## src/design/ccpt_pkg.sv

```systemverilog
// Package for the capture/compare/PWM timer: register offsets, field positions,
// reset values, clock-select codes and the packed structs shared by the design.
// Assumes a 32-bit AHB-Lite register bus, one aligned word per register.
`default_nettype none

package ccpt_pkg;

  // ----------------------------------------------------------------------
  // Register byte offsets
  // ----------------------------------------------------------------------
  localparam logic [7:0] CCPT_OFS_COUNT   = 8'h00;  // free_run_count
  localparam logic [7:0] CCPT_OFS_GRA     = 8'h04;  // general_reg_a
  localparam logic [7:0] CCPT_OFS_GRB     = 8'h08;  // general_reg_b
  localparam logic [7:0] CCPT_OFS_GRC     = 8'h0C;  // general_reg_c
  localparam logic [7:0] CCPT_OFS_GRD     = 8'h10;  // general_reg_d
  localparam logic [7:0] CCPT_OFS_MODE    = 8'h14;  // timer_mode_reg
  localparam logic [7:0] CCPT_OFS_CTRL    = 8'h18;  // timer_control_reg
  localparam logic [7:0] CCPT_OFS_IRQEN   = 8'h1C;  // timer_irq_enable_reg
  localparam logic [7:0] CCPT_OFS_STATUS  = 8'h20;  // timer_status_reg
  localparam logic [7:0] CCPT_OFS_IOAB    = 8'h24;  // io_control_ab
  localparam logic [7:0] CCPT_OFS_IOCD    = 8'h28;  // io_control_cd
  localparam int         CCPT_ADDR_W      = 8;

  // ----------------------------------------------------------------------
  // Field positions
  // ----------------------------------------------------------------------
  // Mode: [0] counter start, [1] buffer A, [2] buffer B, [5:3] PWM on B,C,D
  localparam int CCPT_MODE_START = 0;
  localparam int CCPT_MODE_BUFA  = 1;
  localparam int CCPT_MODE_BUFB  = 2;
  localparam int CCPT_MODE_PWM   = 3;
  // Control: [3:0] initial levels A..D, [6:4] clock select, [7] clear on A
  localparam int CCPT_CTRL_LVL   = 0;
  localparam int CCPT_CTRL_CKS   = 4;
  localparam int CCPT_CTRL_CLEAR_ON_MATCH_A  = 7;
  // Irq enable: [3:0] match A..D, [7] overflow. Status same layout.
  localparam int CCPT_FLG_OVF    = 7;
  // I/O control: per channel 3 bits {capture, sel1, sel0} at 0 and 4
  localparam int CCPT_IO_STRIDE  = 4;
  localparam int CCPT_IO_CAP     = 2;

  localparam logic [15:0] CCPT_COUNT_RST = 16'h0000;
  localparam logic [15:0] CCPT_GR_RST    = 16'hFFFF;
  localparam logic [15:0] CCPT_COUNT_MAX = 16'hFFFF;

  // Output selection in compare mode
  localparam logic [1:0] CCPT_OUT_NONE = 2'h0;
  localparam logic [1:0] CCPT_OUT_LOW  = 2'h1;
  localparam logic [1:0] CCPT_OUT_HIGH = 2'h2;
  localparam logic [1:0] CCPT_OUT_TOG  = 2'h3;
  // Edge selection in capture mode
  localparam logic [1:0] CCPT_EDGE_RISE = 2'h0;
  localparam logic [1:0] CCPT_EDGE_FALL = 2'h1;

  // Clock-select codes: system clock divided by 1,2,4,8,16,32,64, or external
  localparam logic [2:0] CCPT_CKS_EXT   = 3'h7;
  localparam int         CCPT_PRESC_W   = 6;

  // AHB encodings
  localparam logic [1:0] CCPT_HTRANS_NONSEQ = 2'h2;
  localparam logic [2:0] CCPT_HSIZE_WORD    = 3'h2;

  // One channel's I/O control field
  typedef struct packed {
    logic       capture;
    logic [1:0] sel;
  } ccpt_io_t;

  // Timer pin outputs: drive level and active-low enable
  typedef struct packed {
    logic [3:0] dout;
    logic [3:0] oe_n;
  } ccpt_pins_t;

endpackage : ccpt_pkg

`default_nettype wire

```

## src/design/ccpt_timer.sv

```systemverilog
// Capture/compare/PWM timer with a 16-bit counter and four general registers,
// reached as a single AHB-Lite slave. Timer pins are split into in/out/enable.
// Assumes one system clock, single word transfers, and asynchronous pin inputs.
//
// How it works
// - Sixteen-bit read/write up-counter, clock chosen by three-bit select field.
// - Clear-on-match with A in compare clears counter, sets A flag, restarts.
// - Rollover from all ones sets overflow flag; interrupt if enabled.
// - Reset loads counter with zero.
// - Each general register is compare or capture, chosen by I/O control.
// - Compare registers match counter continuously; flag and interrupt on match.
// - Capture registers store counter on selected pin edge; flag and interrupt.
// - Buffer bits make C and D buffers for A and B.
// - Buffered compare A copies C into A at every match A.
// - Buffered capture A moves old A into C, counter into A.
// - General registers reset to all ones; accessed as whole words.
// - Counter stopped after reset, counts only while start bit set.
// - Compare match drives pin low, high or toggles; same level unchanged.
// - Capture on rising, falling or both pin edges as selected.
// - PWM: A sets period, B,C,D duties, all act as compares.
// - PWM level bit 1: high at match A, low at duty; 0 inverts.
// - PWM duty equal to period leaves pin unchanged at match.
// - PWM with B buffered copies D into B at every match B.
// - Match fires in last cycle of equality as counter advances.
// - Output select: 00 none, 01 low, 10 high, 11 toggle.
// - Edge select: 00 rising, 01 falling, 1X both edges.
// - Set flag clears only after read as one then written zero.
`default_nettype none

module ccpt_timer
  import ccpt_pkg::*;
#(
  parameter int CNT_W = 16
) (
  input  wire logic             clk_sys_i,
  input  wire logic             reset_n_i,
  // AHB-Lite slave
  input  wire logic             hsel_i,
  input  wire logic [31:0]      haddr_i,
  input  wire logic [1:0]       htrans_i,
  input  wire logic             hwrite_i,
  input  wire logic [2:0]       hsize_i,
  input  wire logic [31:0]      hwdata_i,
  input  wire logic             hready_i,
  output logic      [31:0]      hrdata_o,
  output logic                  hreadyout_o,
  output logic                  hresp_o,
  // Timer pins A..D and external count clock
  input  wire logic [3:0]       timer_pin_i,
  output logic      [3:0]       timer_pin_o,
  output logic      [3:0]       timer_pin_oe_n_o,
  input  wire logic             ext_clk_i,
  output logic                  irq_o
);

  // ----------------------------------------------------------------------
  // Registers
  // ----------------------------------------------------------------------
  logic [CNT_W-1:0] free_run_count;
  logic [CNT_W-1:0] gr [4];
  logic [7:0]       timer_mode_reg;
  logic [7:0]       timer_control_reg;
  logic [7:0]       timer_irq_enable_reg;
  logic [7:0]       timer_status_reg;
  logic [7:0]       io_control_ab;
  logic [7:0]       io_control_cd;
  logic [3:0]       pin_level;
  ccpt_io_t         io_cfg [4];
  ccpt_pins_t       pins;

  assign io_cfg[0] = io_control_ab[2:0];
  assign io_cfg[1] = io_control_ab[CCPT_IO_STRIDE +: 3];
  assign io_cfg[2] = io_control_cd[2:0];
  assign io_cfg[3] = io_control_cd[CCPT_IO_STRIDE +: 3];

  // ----------------------------------------------------------------------
  // Bus address phase capture
  // ----------------------------------------------------------------------
  logic                   ph_wr;
  logic                   ph_rd;
  logic [CCPT_ADDR_W-1:0] ph_addr;
  logic                   take;

  assign take = hsel_i && hready_i && (htrans_i == CCPT_HTRANS_NONSEQ);

  // Only whole-word writes are decoded; narrower write sizes are ignored
  always_ff @(posedge clk_sys_i or negedge reset_n_i) begin
    if (!reset_n_i) begin
      ph_wr   <= 1'b0;
      ph_rd   <= 1'b0;
      ph_addr <= '0;
    end else begin
      ph_wr   <= take && hwrite_i && (hsize_i == CCPT_HSIZE_WORD);
      ph_rd   <= take && !hwrite_i;
      ph_addr <= haddr_i[CCPT_ADDR_W-1:0];
    end
  end

  assign hreadyout_o = 1'b1;
  assign hresp_o     = 1'b0;

  logic wr_count;
  logic wr_mode;
  logic wr_ctrl;
  logic wr_irqen;
  logic wr_status;
  logic wr_ab;
  logic wr_cd;
  logic [3:0] wr_gr;

  assign wr_count  = ph_wr && (ph_addr == CCPT_OFS_COUNT);
  assign wr_mode   = ph_wr && (ph_addr == CCPT_OFS_MODE);
  assign wr_ctrl   = ph_wr && (ph_addr == CCPT_OFS_CTRL);
  assign wr_irqen  = ph_wr && (ph_addr == CCPT_OFS_IRQEN);
  assign wr_status = ph_wr && (ph_addr == CCPT_OFS_STATUS);
  assign wr_ab     = ph_wr && (ph_addr == CCPT_OFS_IOAB);
  assign wr_cd     = ph_wr && (ph_addr == CCPT_OFS_IOCD);
  assign wr_gr[0]  = ph_wr && (ph_addr == CCPT_OFS_GRA);
  assign wr_gr[1]  = ph_wr && (ph_addr == CCPT_OFS_GRB);
  assign wr_gr[2]  = ph_wr && (ph_addr == CCPT_OFS_GRC);
  assign wr_gr[3]  = ph_wr && (ph_addr == CCPT_OFS_GRD);

  // ----------------------------------------------------------------------
  // Pin synchronisers: three stages, change once stages two and three agree
  // ----------------------------------------------------------------------
  logic [4:0] sync1;
  logic [4:0] sync2;
  logic [4:0] sync3;
  logic [4:0] stable;
  logic [4:0] stable_d;

  always_ff @(posedge clk_sys_i or negedge reset_n_i) begin
    if (!reset_n_i) begin
      sync1    <= '0;
      sync2    <= '0;
      sync3    <= '0;
      stable   <= '0;
      stable_d <= '0;
    end else begin
      sync1    <= {ext_clk_i, timer_pin_i};
      sync2    <= sync1;
      sync3    <= sync2;
      for (int i = 0; i < 5; i++) begin
        if (sync2[i] == sync3[i]) begin
          stable[i] <= sync3[i];
        end
      end
      stable_d <= stable;
    end
  end

  logic [3:0] rise;
  logic [3:0] fall;
  logic       ext_rise;
  assign rise     = stable[3:0] & ~stable_d[3:0];
  assign fall     = ~stable[3:0] & stable_d[3:0];
  // Two-cycle minimum width keeps a pulse through the agree filter
  assign ext_rise = stable[4] & ~stable_d[4];

  // ----------------------------------------------------------------------
  // Count clock: prescaler taps or external edge
  // ----------------------------------------------------------------------
  logic [CCPT_PRESC_W-1:0] presc;
  logic [2:0]              cks;
  logic                    tick;

  assign cks = timer_control_reg[CCPT_CTRL_CKS +: 3];

  always_ff @(posedge clk_sys_i or negedge reset_n_i) begin
    if (!reset_n_i) begin
      presc <= '0;
    end else begin
      presc <= presc + 1'b1;
    end
  end

  // A tick is one cycle per divided period; divide-by-one ticks every cycle
  always_comb begin
    if (cks == CCPT_CKS_EXT) begin
      tick = ext_rise;
    end else if (cks == 3'h0) begin
      tick = 1'b1;
    end else begin
      tick = (presc[cks-3'h1 -: 1] == 1'b1) &&
             (presc & ((CCPT_PRESC_W'(1) << cks) - 1'b1)) ==
             (CCPT_PRESC_W'(1) << (cks - 3'h1));
    end
  end

  logic adv;
  assign adv = tick && timer_mode_reg[CCPT_MODE_START];

  // ----------------------------------------------------------------------
  // Compare and capture events
  // ----------------------------------------------------------------------
  logic [3:0] pwm_on;
  logic [3:0] is_cmp;
  logic [3:0] cmp_hit;
  logic [3:0] cap_hit;
  logic       any_pwm;

  assign pwm_on  = {timer_mode_reg[CCPT_MODE_PWM +: 3], 1'b0};
  assign any_pwm = |pwm_on;

  // Match fires as the counter leaves the equal value
  genvar g;
  generate
    for (g = 0; g < 4; g++) begin : g_evt
      assign is_cmp[g]  = !io_cfg[g].capture || pwm_on[g] ||
                          ((g == 0) && any_pwm);
      assign cmp_hit[g] = is_cmp[g] && adv && (free_run_count == gr[g]);
      assign cap_hit[g] = !is_cmp[g] &&
                          ((io_cfg[g].sel[1]) ? (rise[g] | fall[g]) :
                           (io_cfg[g].sel == CCPT_EDGE_FALL) ? fall[g] :
                           rise[g]);
    end
  endgenerate

  logic clr_a;
  assign clr_a = cmp_hit[0] && (timer_control_reg[CCPT_CTRL_CLEAR_ON_MATCH_A] || any_pwm);

  // ----------------------------------------------------------------------
  // Counter: clear beats write, write beats count
  // ----------------------------------------------------------------------
  logic ovf_evt;
  assign ovf_evt = adv && !clr_a && (free_run_count == CCPT_COUNT_MAX);

  always_ff @(posedge clk_sys_i or negedge reset_n_i) begin
    if (!reset_n_i) begin
      free_run_count <= CCPT_COUNT_RST;
    end else if (clr_a) begin
      free_run_count <= CCPT_COUNT_RST;
    end else if (wr_count) begin
      free_run_count <= hwdata_i[CNT_W-1:0];
    end else if (adv) begin
      free_run_count <= free_run_count + 1'b1;
    end
  end

  // ----------------------------------------------------------------------
  // General registers with buffering: C feeds A, D feeds B
  // ----------------------------------------------------------------------
  logic buf_a;
  logic buf_b;
  assign buf_a = timer_mode_reg[CCPT_MODE_BUFA];
  assign buf_b = timer_mode_reg[CCPT_MODE_BUFB];

  always_ff @(posedge clk_sys_i or negedge reset_n_i) begin
    if (!reset_n_i) begin
      for (int i = 0; i < 4; i++) begin
        gr[i] <= CCPT_GR_RST;
      end
    end else begin
      for (int i = 0; i < 4; i++) begin
        if (cap_hit[i]) begin
          gr[i] <= free_run_count;
        end else if (wr_gr[i]) begin
          gr[i] <= hwdata_i[CNT_W-1:0];
        end
      end
      if (buf_a && cmp_hit[0]) begin
        gr[0] <= gr[2];
      end
      if (buf_a && cap_hit[0]) begin
        gr[2] <= gr[0];
      end
      if (buf_b && cmp_hit[1]) begin
        gr[1] <= gr[3];
      end
      if (buf_b && cap_hit[1]) begin
        gr[3] <= gr[1];
      end
    end
  end

  // ----------------------------------------------------------------------
  // Status flags: set wins over clear; clear needs a prior read of one
  // ----------------------------------------------------------------------
  logic [7:0] flag_set;
  logic [7:0] read_armed;
  logic       rd_status;

  assign flag_set  = {ovf_evt, 3'h0, cmp_hit | cap_hit};
  assign rd_status = ph_rd && (ph_addr == CCPT_OFS_STATUS);

  always_ff @(posedge clk_sys_i or negedge reset_n_i) begin
    if (!reset_n_i) begin
      timer_status_reg <= '0;
      read_armed       <= '0;
    end else begin
      if (rd_status) begin
        read_armed <= hrdata_o[7:0];  // Only bits the read returned
      end else if (wr_status) begin
        read_armed <= '0;
      end
      timer_status_reg <= flag_set | (timer_status_reg &
                          ~(wr_status ? (read_armed & ~hwdata_i[7:0]) : 8'h00));
    end
  end

  assign irq_o = |(timer_status_reg & timer_irq_enable_reg);

  // ----------------------------------------------------------------------
  // Control registers
  // ----------------------------------------------------------------------
  always_ff @(posedge clk_sys_i or negedge reset_n_i) begin
    if (!reset_n_i) begin
      timer_mode_reg       <= '0;
      timer_control_reg    <= '0;
      timer_irq_enable_reg <= '0;
      io_control_ab        <= '0;
      io_control_cd        <= '0;
    end else begin
      if (wr_mode)  timer_mode_reg       <= hwdata_i[7:0];
      if (wr_ctrl)  timer_control_reg    <= hwdata_i[7:0];
      if (wr_irqen) timer_irq_enable_reg <= hwdata_i[7:0];
      if (wr_ab)    io_control_ab        <= hwdata_i[7:0];
      if (wr_cd)    io_control_cd        <= hwdata_i[7:0];
    end
  end

  // ----------------------------------------------------------------------
  // Pin outputs; a control write loads the initial levels and wins
  // ----------------------------------------------------------------------
  always_ff @(posedge clk_sys_i or negedge reset_n_i) begin
    if (!reset_n_i) begin
      pin_level <= '0;
    end else if (wr_ctrl) begin
      pin_level <= hwdata_i[CCPT_CTRL_LVL +: 4];
    end else begin
      for (int i = 0; i < 4; i++) begin
        if (pwm_on[i]) begin
          // Equal duty and period: no change at all
          if (gr[i] != gr[0]) begin
            if (cmp_hit[0]) begin
              pin_level[i] <= timer_control_reg[CCPT_CTRL_LVL + i];
            end else if (cmp_hit[i]) begin
              pin_level[i] <= !timer_control_reg[CCPT_CTRL_LVL + i];
            end
          end
        end else if (cmp_hit[i]) begin
          unique case (io_cfg[i].sel)
            CCPT_OUT_NONE: pin_level[i] <= pin_level[i];
            CCPT_OUT_LOW:  pin_level[i] <= 1'b0;
            CCPT_OUT_HIGH: pin_level[i] <= 1'b1;
            CCPT_OUT_TOG:  pin_level[i] <= !pin_level[i];
          endcase
        end
      end
    end
  end

  // Pins drive only in PWM use, or in compare use with an output selected
  always_comb begin
    for (int i = 0; i < 4; i++) begin
      pins.dout[i] = pin_level[i];
      pins.oe_n[i] = !(pwm_on[i] ||
                       (is_cmp[i] && (io_cfg[i].sel != CCPT_OUT_NONE)));
    end
  end

  assign timer_pin_o      = pins.dout;
  assign timer_pin_oe_n_o = pins.oe_n;

  // ----------------------------------------------------------------------
  // Read data, registered in the data phase
  // ----------------------------------------------------------------------
  logic [31:0] next_rdata;

  always_comb begin
    next_rdata = '0;
    unique case (haddr_i[CCPT_ADDR_W-1:0])
      CCPT_OFS_COUNT:  next_rdata[CNT_W-1:0] = free_run_count;
      CCPT_OFS_GRA:    next_rdata[CNT_W-1:0] = gr[0];
      CCPT_OFS_GRB:    next_rdata[CNT_W-1:0] = gr[1];
      CCPT_OFS_GRC:    next_rdata[CNT_W-1:0] = gr[2];
      CCPT_OFS_GRD:    next_rdata[CNT_W-1:0] = gr[3];
      CCPT_OFS_MODE:   next_rdata[7:0] = timer_mode_reg;
      CCPT_OFS_CTRL:   next_rdata[7:0] = timer_control_reg;
      CCPT_OFS_IRQEN:  next_rdata[7:0] = timer_irq_enable_reg;
      CCPT_OFS_STATUS: next_rdata[7:0] = timer_status_reg;
      CCPT_OFS_IOAB:   next_rdata[7:0] = io_control_ab;
      CCPT_OFS_IOCD:   next_rdata[7:0] = io_control_cd;
      default:         next_rdata = '0;
    endcase
  end

  always_ff @(posedge clk_sys_i or negedge reset_n_i) begin
    if (!reset_n_i) begin
      hrdata_o <= '0;
    end else if (take && !hwrite_i) begin
      hrdata_o <= next_rdata;
    end
  end

endmodule : ccpt_timer

`default_nettype wire

```

## config.mk

```make
export PLATFORM = sky130hd
export DESIGN_NAME = ccpt_timer
export DESIGN_NICKNAME = d
export VERILOG_FILES = /design/src/design/ccpt_pkg.sv /design/src/design/ccpt_timer.sv
export SDC_FILE = /design/constraint.sdc
export NUM_CORES = 1
export LEC_CHECK = 0
export BUFFER_PORTS_ARGS = -buffer_cell sky130_fd_sc_hd__buf_2
export CAP_MARGIN = 20
export CORE_MARGIN = 1
export CORE_UTILIZATION = 40
export CTS_CLUSTER_DIAMETER = 80
export DETAILED_ROUTE_END_ITERATION = 6
export PLACE_DENSITY_LB_ADDON = 0.05
export SLEW_MARGIN = 20
export SYNTH_ARGS = -nofsm -noshare
export SYNTH_HDL_FRONTEND = slang
export SYNTH_SLANG_ARGS = --single-unit
export TNS_END_PERCENT = 5
```

## constraint.sdc

```tcl
create_clock -name clk_sys_i -period 7.7 [get_ports clk_sys_i]
set_input_delay 0.77 -clock clk_sys_i [delete_from_list [all_inputs] [get_ports clk_sys_i]]
set_output_delay 0.77 -clock clk_sys_i [all_outputs]
set_load 0.05 [all_outputs]
```

==> metrics.yaml, run 1 <==
yosysWarningCount: 0
synth.most_common_cell: "nand2_1"
cts_setup_buffers: 0
grtUsageTotal: 0.273
combPwrFrac: 0.145
synthFlopType: "dfrtp_1"
path_cells: "inv_1 > ha_1 > nand2b_1 > ha_1 > xor2_1 > a32oi_1 > or2b_1 > o22ai_1 > o21ai_4 > a21oi_2 > buf_4 > and3_1 > mux2_2"
cts_tree: "built"
cts_resized: 0
cts_hold_buf: 0
rows: 63
layout-drive-gt1-share: 0.194
hold_violations: 0
stdcell_count: 1660
async_flop_share: 1.00
sw_frac_of_total: 0.332
post_drt_wl_per_cell_um: 24.8
synth_area_sq_um: 12100
overflow: 0
internal-power_uw: 1770
initial_utilization: 0.407
p_switching_uw: 879
r2r-end: "gr[53]"
cts.clk_slew.worst_paths_ps: 90
dieArea_sq_um: 30900
pre_cts_ws_ps: 3230
grt_pass1_vias: 9421
synthesis.instances: 1256
synth.avg_cell_area_sq_um: 9.63
startpoint_type: "flip-flop"
status: "finished, final reports clean"
ys_seq_area_frac: 0.414
whs_ps: 350
maxCapViolCount: 0
die_h_um: 176
num-fill-cells: 2871
rr_worst_depth: 13
r2r-start: "timer_control_reg[5]"
p_seq_frac: 0.493
htreeDepth: 4
ff2ff_setup_slack_ps: 3160
io_buffer_count: 63
critical_path.max_fanout: 22
clkLatencyLatePin_ps: 460
fin_nets: 1352
synthTopCellsByArea: "dfrtp_1 28%, dfstp_2 14%, xor2_1 8.1%"
period_needed_ps: 4540
viasPerCell: 5.82
dp_hpwl_um: 28200
rsz0062_at_grt: "false"
drtPass1Iterations: 6
synth_common_cells: "135 x nand2_1, 133 x dfrtp_1, 124 x o21ai_0, 112 x xor2_1, 69 x nor2_1"
tightest_slew_ps: 1120
fin_util: 0.445
clockBufferDepth: 2
grt_pass1_wl_um: 62200
dieWidth_um: 176
synth_cell_types: 74
period_share: 0.590
numCtsBuffers: 17
clkPwrFrac: 0.362
gp_congestion: 0.875
finClkSkew_ps: 15.5
grt_max_degree: 101
root_buffer: "clkbuf_16"
synth_area_leader_cell: "dfrtp_1"
fmax_mhz: 220
synth_edf_count: 0
ir_drop_v: 0.000159
core_sq_um: 29700
hp-class: "in -> async"
largest_register: "gr"
setup-tns-final_ps: 0
max-slew-margin-rel: 0.250
drc: 0
dr_total_vias: 9656
slowest_delay_ps: 830
drt_iter0_drc: 865
drv_slew: 0
setup_viol: 0
end_kind: "flip-flop"
p_leak_uw: 0.00548
yosys.area.top_type_share: 0.275
critical_path_class: "reg -> reg"
ant_nets: 0
cp_common_cell: "ha_1"
reg.largest.list: "gr (64), free_run_count (16), hrdata_o (16)"
setup_ws_ps: 3160
clock_sinks: 197
io_pins: 122
slowest_stage: "and3_1"
antenna_found_initial: 0
cp.arrival_ps: 4920
place_inst: 1628
ys_seq_elements: 197
power_density_nw_per_um2: 200
antennaDiodeCount: 0
area_growth_pct: 9.21
required_ps: 8080
largest_register_ffs: 64
routed_wl_um: 41200
cells in the final DEF, fill, tap and decap left out, types with 10 or more instances in the layout:
| cell | instances |
|---|---|
| mux2_1 | 10 |
| o21ai_0 | 122 |
| a22o_1 | 21 |
| conb_1 | 18 |
| nand2_1 | 135 |
| a222oi_1 | 12 |
| a221oi_1 | 11 |
| clkbuf_16 | 17 |
| nor4_1 | 25 |
| mux2i_1 | 60 |
| xnor2_1 | 23 |
| nor2_1 | 68 |
| ha_1 | 16 |
| buf_4 | 22 |
| xor2_1 | 112 |
| a31oi_1 | 17 |
| buf_2 | 62 |
| dfrtp_1 | 133 |
| a22oi_1 | 45 |
| inv_1 | 24 |
| dfstp_2 | 64 |
| nand3_1 | 24 |
| a211oi_1 | 21 |
| nor3_1 | 10 |
| nand4_1 | 17 |
| mux2_2 | 33 |
| a21oi_1 | 10 |
cells by family (layout without fill, tap and decap cells):
group                    count (synthesis)  count (layout)  share of synthesized area
AO/OA/AOI/OAI                          314             314                      0.185
XOR/XNOR                               135             135                     0.0977
adder cells (fa/ha/maj)                 21              21                     0.0207
buffers and inverters                  145             143                     0.0553
flip-flops                             197             197                      0.414
multiplexers                           104             104                     0.0915
other                                    2              18                   0.000621
AND/OR/NAND/NOR                        338             338                      0.135
metal layers:
layer | up-vias | wire (um) | share of wire | GRT usage
li1 | 4491 | - | - | -
met2 | 269 | 19100 | 0.46 | 0.432
met5 | - | 0 | 0 | 0
met1 | 4838 | 19300 | 0.47 | 0.382
met3 | 58 | 1590 | 0.039 | 0.0338
met4 | 0 | 1140 | 0.028 | 0.0935
power by group through the flow:
stage               combinational [uW]  sequential [uW]  clock (uW)
detailed placement                 382             1320           0
CTS                                384             1300         975
global route                       424             1310        1010
finish                             384             1300         958
global placement                   378             1320           0
floorplan                          254             1280           0
worst max path at each step:
stage,from,to,slack [ps],cells after the start
floorplan,timer_control_reg[5],gr[54],4490,16
global placement,timer_control_reg[4],gr[50],3240,12
detailed placement,timer_control_reg[5],gr[48],3230,13
CTS,timer_control_reg[5],gr[53],3200,13
global route,timer_control_reg[5],gr[53],2880,13
finish,timer_control_reg[5],gr[53],3160,13
metrics by stage:
| stage | power [uW] | area [sq um] |
|---|---|---|
| final | 2650 | 13200 |
| after global routing | 2750 | 13200 |
| after CTS | 2660 | 13200 |
| after detailed placement | 1700 | 12600 |
| after global placement | 1700 | 12600 |
| after floorplan | 1530 | 12200 |
final cells by class:
class / count / area [sq um] / share of cell area
tap: 390 / 488 / 0.0369
inverter: 25 / 93.8 / 0.00710
timing repair buffer: 86 / 509 / 0.0385
multi-input combinational: 930 / 6500 / 0.492
clock inverter: 15 / 184 / 0.0139
sequential: 197 / 5010 / 0.379
clock buffer: 17 / 425 / 0.0322
worst max-delay path, delay by kind of cell (launching register included):
| family | cells | cell delay, ps |
|---|---|---|
| adder cells (fa/ha/maj) | 2 | 710 |
| XOR/XNOR | 1 | 170 |
| flip-flops | 1 | 450 |
| buffers and inverters | 2 | 480 |
| AO/OA/AOI/OAI | 4 | 1010 |
| multiplexers | 1 | 420 |
| AND/OR/NAND/NOR | 3 | 1200 |
Note: power is estimated with default switching activity, not from simulation.
==> run 2, diff against run 1 <==
- ABC_AREA: not set -> 1
- clock period: 7.7 -> 4.3 ns (I/O delays scaled with it)
==> metrics.yaml, run 2 <==
synthesis.instances: 1646  # was 1256
grt_pass1_vias: 11100  # was 9421
synth.avg_cell_area_sq_um: 7.56  # was 9.63 sq um
reg.largest.list: "gr (64), free_run_count (16), hrdata_o (16)"  # unchanged
gp_congestion: 0.940  # was 0.875
fmax_mhz: 283  # was 220 MHz
internal-power_uw: 3350  # was 1770 uW
cts_tree: "built"  # unchanged
layout-drive-gt1-share: 0.137  # was 0.194
p_seq_frac: 0.450  # was 0.493
rr_worst_depth: 17  # was 13
die_h_um: 178  # was 176 um
period_needed_ps: 3530  # was 4540 ps
dr_total_vias: 12000  # was 9656
cts.clk_slew.worst_paths_ps: 80  # was 90 ps
synth_cell_types: 48  # was 74
initial_utilization: 0.407  # about the same
grt_max_degree: 91  # was 101
root_buffer: "clkbuf_16"  # unchanged
finClkSkew_ps: 16.7  # was 15.5 ps
area_growth_pct: 9.60  # was 9.21%
dieWidth_um: 178  # was 176 um
synthTopCellsByArea: "dfrtp_1 27%, dfstp_2 14%, nand2_1 10%"  # was dfrtp_1 28%, dfstp_2 14%, xor2_1 8.1%
final_common_cell: "nand2_1"  # unchanged
hp-class: "in -> async"  # unchanged
setup-tns-final_ps: 0  # unchanged
routed_wl_um: 46700  # was 41200 um
p_total_uw: 5370  # was 2650 uW
whs_ps: 17.8  # was 350 ps
cts_resized: 0  # unchanged
io_buffer_count: 63  # unchanged
place_inst: 2053  # was 1628
seq_area_sq_um: 5010  # unchanged
synth_common_cells: "341 x nand2_1, 213 x inv_1, 179 x o21ai_0, 133 x dfrtp_1, 92 x nor2_1"  # was 135 x nand2_1, 133 x dfrtp_1, 124 x o21ai_0, 112 x xor2_1, 69 x nor2_1
largest_register: "gr"  # unchanged
grtUsageTotal: 0.300  # was 0.273
ant_nets: 0  # unchanged
numCtsBuffers: 17  # unchanged
setup_viol: 0  # unchanged
antenna_found_initial: 0  # unchanged
dieArea_sq_um: 31800  # was 30900 sq um
period_share: 0.821  # was 0.590
maxCapViolCount: 0  # unchanged
power_density_nw_per_um2: 394  # was 200 nW/um^2
yosysWarningCount: 0  # unchanged
clockBufferDepth: 2  # unchanged
required_ps: 4700  # was 8080 ps
critical_path_class: "reg -> reg"  # unchanged
ir_drop_v: 0.000308  # was 0.000159 V
startpoint_type: "flip-flop"  # unchanged
drc: 0  # unchanged
p_switching_uw: 2020  # was 879 uW
dp_hpwl_um: 33500  # was 28200 um
cp.arrival_ps: 3930  # was 4920 ps
combPwrFrac: 0.229  # was 0.145
synth_edf_count: 0  # unchanged
cts_setup_buffers: 0  # unchanged
clkLatencyLatePin_ps: 460  # about the same
grt_pass1_wl_um: 69800  # was 62200 um
end_kind: "flip-flop"  # unchanged
max-slew-margin-rel: 0.416  # was 0.250
tightest_slew_ps: 873  # was 1120 ps
rsz0062_at_grt: "false"  # unchanged
post_drt_wl_per_cell_um: 22.4  # was 24.8 um
clock_sinks: 197  # unchanged
multi_input_area_sq_um: 6120  # was 6500 sq um
viasPerCell: 5.74  # was 5.82
rows: 64  # was 63
p_leak_uw: 0.00679  # was 0.00548 uW
synthFlopType: "dfrtp_1"  # unchanged
critical_path.max_fanout: 24  # was 22
status: "finished, final reports clean"  # unchanged
htreeDepth: 4  # unchanged
cts_hold_buf: 0  # unchanged
synth.most_common_cell: "nand2_1"  # unchanged
core_sq_um: 30600  # was 29700 sq um
ys_seq_elements: 197  # unchanged
drt_iter0_drc: 1089  # was 865
ys_seq_area_frac: 0.403  # was 0.414
sw_frac_of_total: 0.376  # was 0.332
antennaDiodeCount: 0  # unchanged
async_flop_share: 1.00  # unchanged
yosys.area.top_type_share: 0.268  # was 0.275
synth_area_sq_um: 12400  # was 12100 sq um
clkPwrFrac: 0.321  # was 0.362
hold_violations: 0  # unchanged
fin_nets: 1772  # was 1352
synth_area_leader_cell: "dfrtp_1"  # unchanged
stdcell_count: 2086  # was 1660
largest_register_ffs: 64  # unchanged
overflow: 0  # unchanged
drv_slew: 0  # unchanged
fin_util: 0.446  # was 0.445
layout_common_cells: "340 x nand2_1, 213 x inv_1, 179 x o21ai_0"  # was 135 x nand2_1, 133 x dfrtp_1, 122 x o21ai_0
drtPass1Iterations: 5  # was 6
num-fill-cells: 3213  # was 2871
io_pins: 122  # unchanged
-- run 2: cell types whose count changed after synthesis, sizes merged, moves of 43 or more --
cell and change:
xor2 -74, nand2 +219, o21ai +120, mux2 -43, o22ai +70, inv +202
mux2i -60
-- run 2: power groups by stage --
stage,Sequential [uW],Combinational (uW),Clock (uW)
2_1_floorplan,2280,967,0
3_5_place_dp,2440,1210,0
4_1_cts,2400,1220,1770
6_report,2420,1230,1720
5_1_grt,2440,1350,1830
3_3_place_gp,2440,1210,0
-- run 2: kinds of logic (layout without fill, tap and decap cells) --
logic type | count (synthesis) | after routing | synth area share
buf+inv | 323 | 351 | 0.111
compound gates | 451 | 451 | 0.214
fa+ha+maj | 21 | 21 | 0.0201
flops | 197 | 197 | 0.403
other cells | 2 | 18 | 0.000604
simple gates | 584 | 584 | 0.204
xor+xnor | 68 | 68 | 0.0479
-- run 2: metal layers --
metal | share of wire | global-route usage
met2 | 0.47 | 0.485
met3 | 0.067 | 0.0501
met1 | 0.43 | 0.394
met5 | 0 | 0
met4 | 0.041 | 0.133
-- run 2: layout make-up --
class,instances,share of cell area
multi-input cells,1142,0.449
clock inverters,15,0.0135
flip-flops and latches,197,0.368
inverters,231,0.0642
clock buffers,17,0.0312
well taps,396,0.0364
repair buffers,88,0.0385
-- run 2: critical path, stage by stage, from the launching register on --
cell and delay (ps):
dfrtp_1 410, inv_1 170, ha_1 350, nand2_2 110, ha_1 220, inv_1 80
xor2_1 180, nand2_1 70, nand2_1 60, nand2_1 50, nor2_2 120, nand3_2 140
a21boi_4 300, nand3_2 460, nand2_1 170, buf_4 350, o21ai_0 140, inv_1 70
-- run 2: metrics by stage --
step | area (sq um) | setup slack, ps
3_5_place_dp | 13000 | 828
5_1_grt | 13600 | 456
2_1_floorplan | 12500 | 1730
3_3_place_gp | 13000 | 850
4_1_cts | 13600 | 805
6_report | 13600 | 769
-- run 2: worst paths after layout --
path / startpoint / endpoint / slack (ps)
max reg2reg: timer_control_reg[5] / gr[33] / 770
max in group asynchronous: reset_n_i / gr[41] / 3190
min: reset_n_i / presc[4] / 20
min reg2reg: sync1[1] / sync2[1] / 350
min in group clk_sys_i: ext_clk_i / sync1[4] / 70
max: timer_control_reg[5] / gr[33] / 770
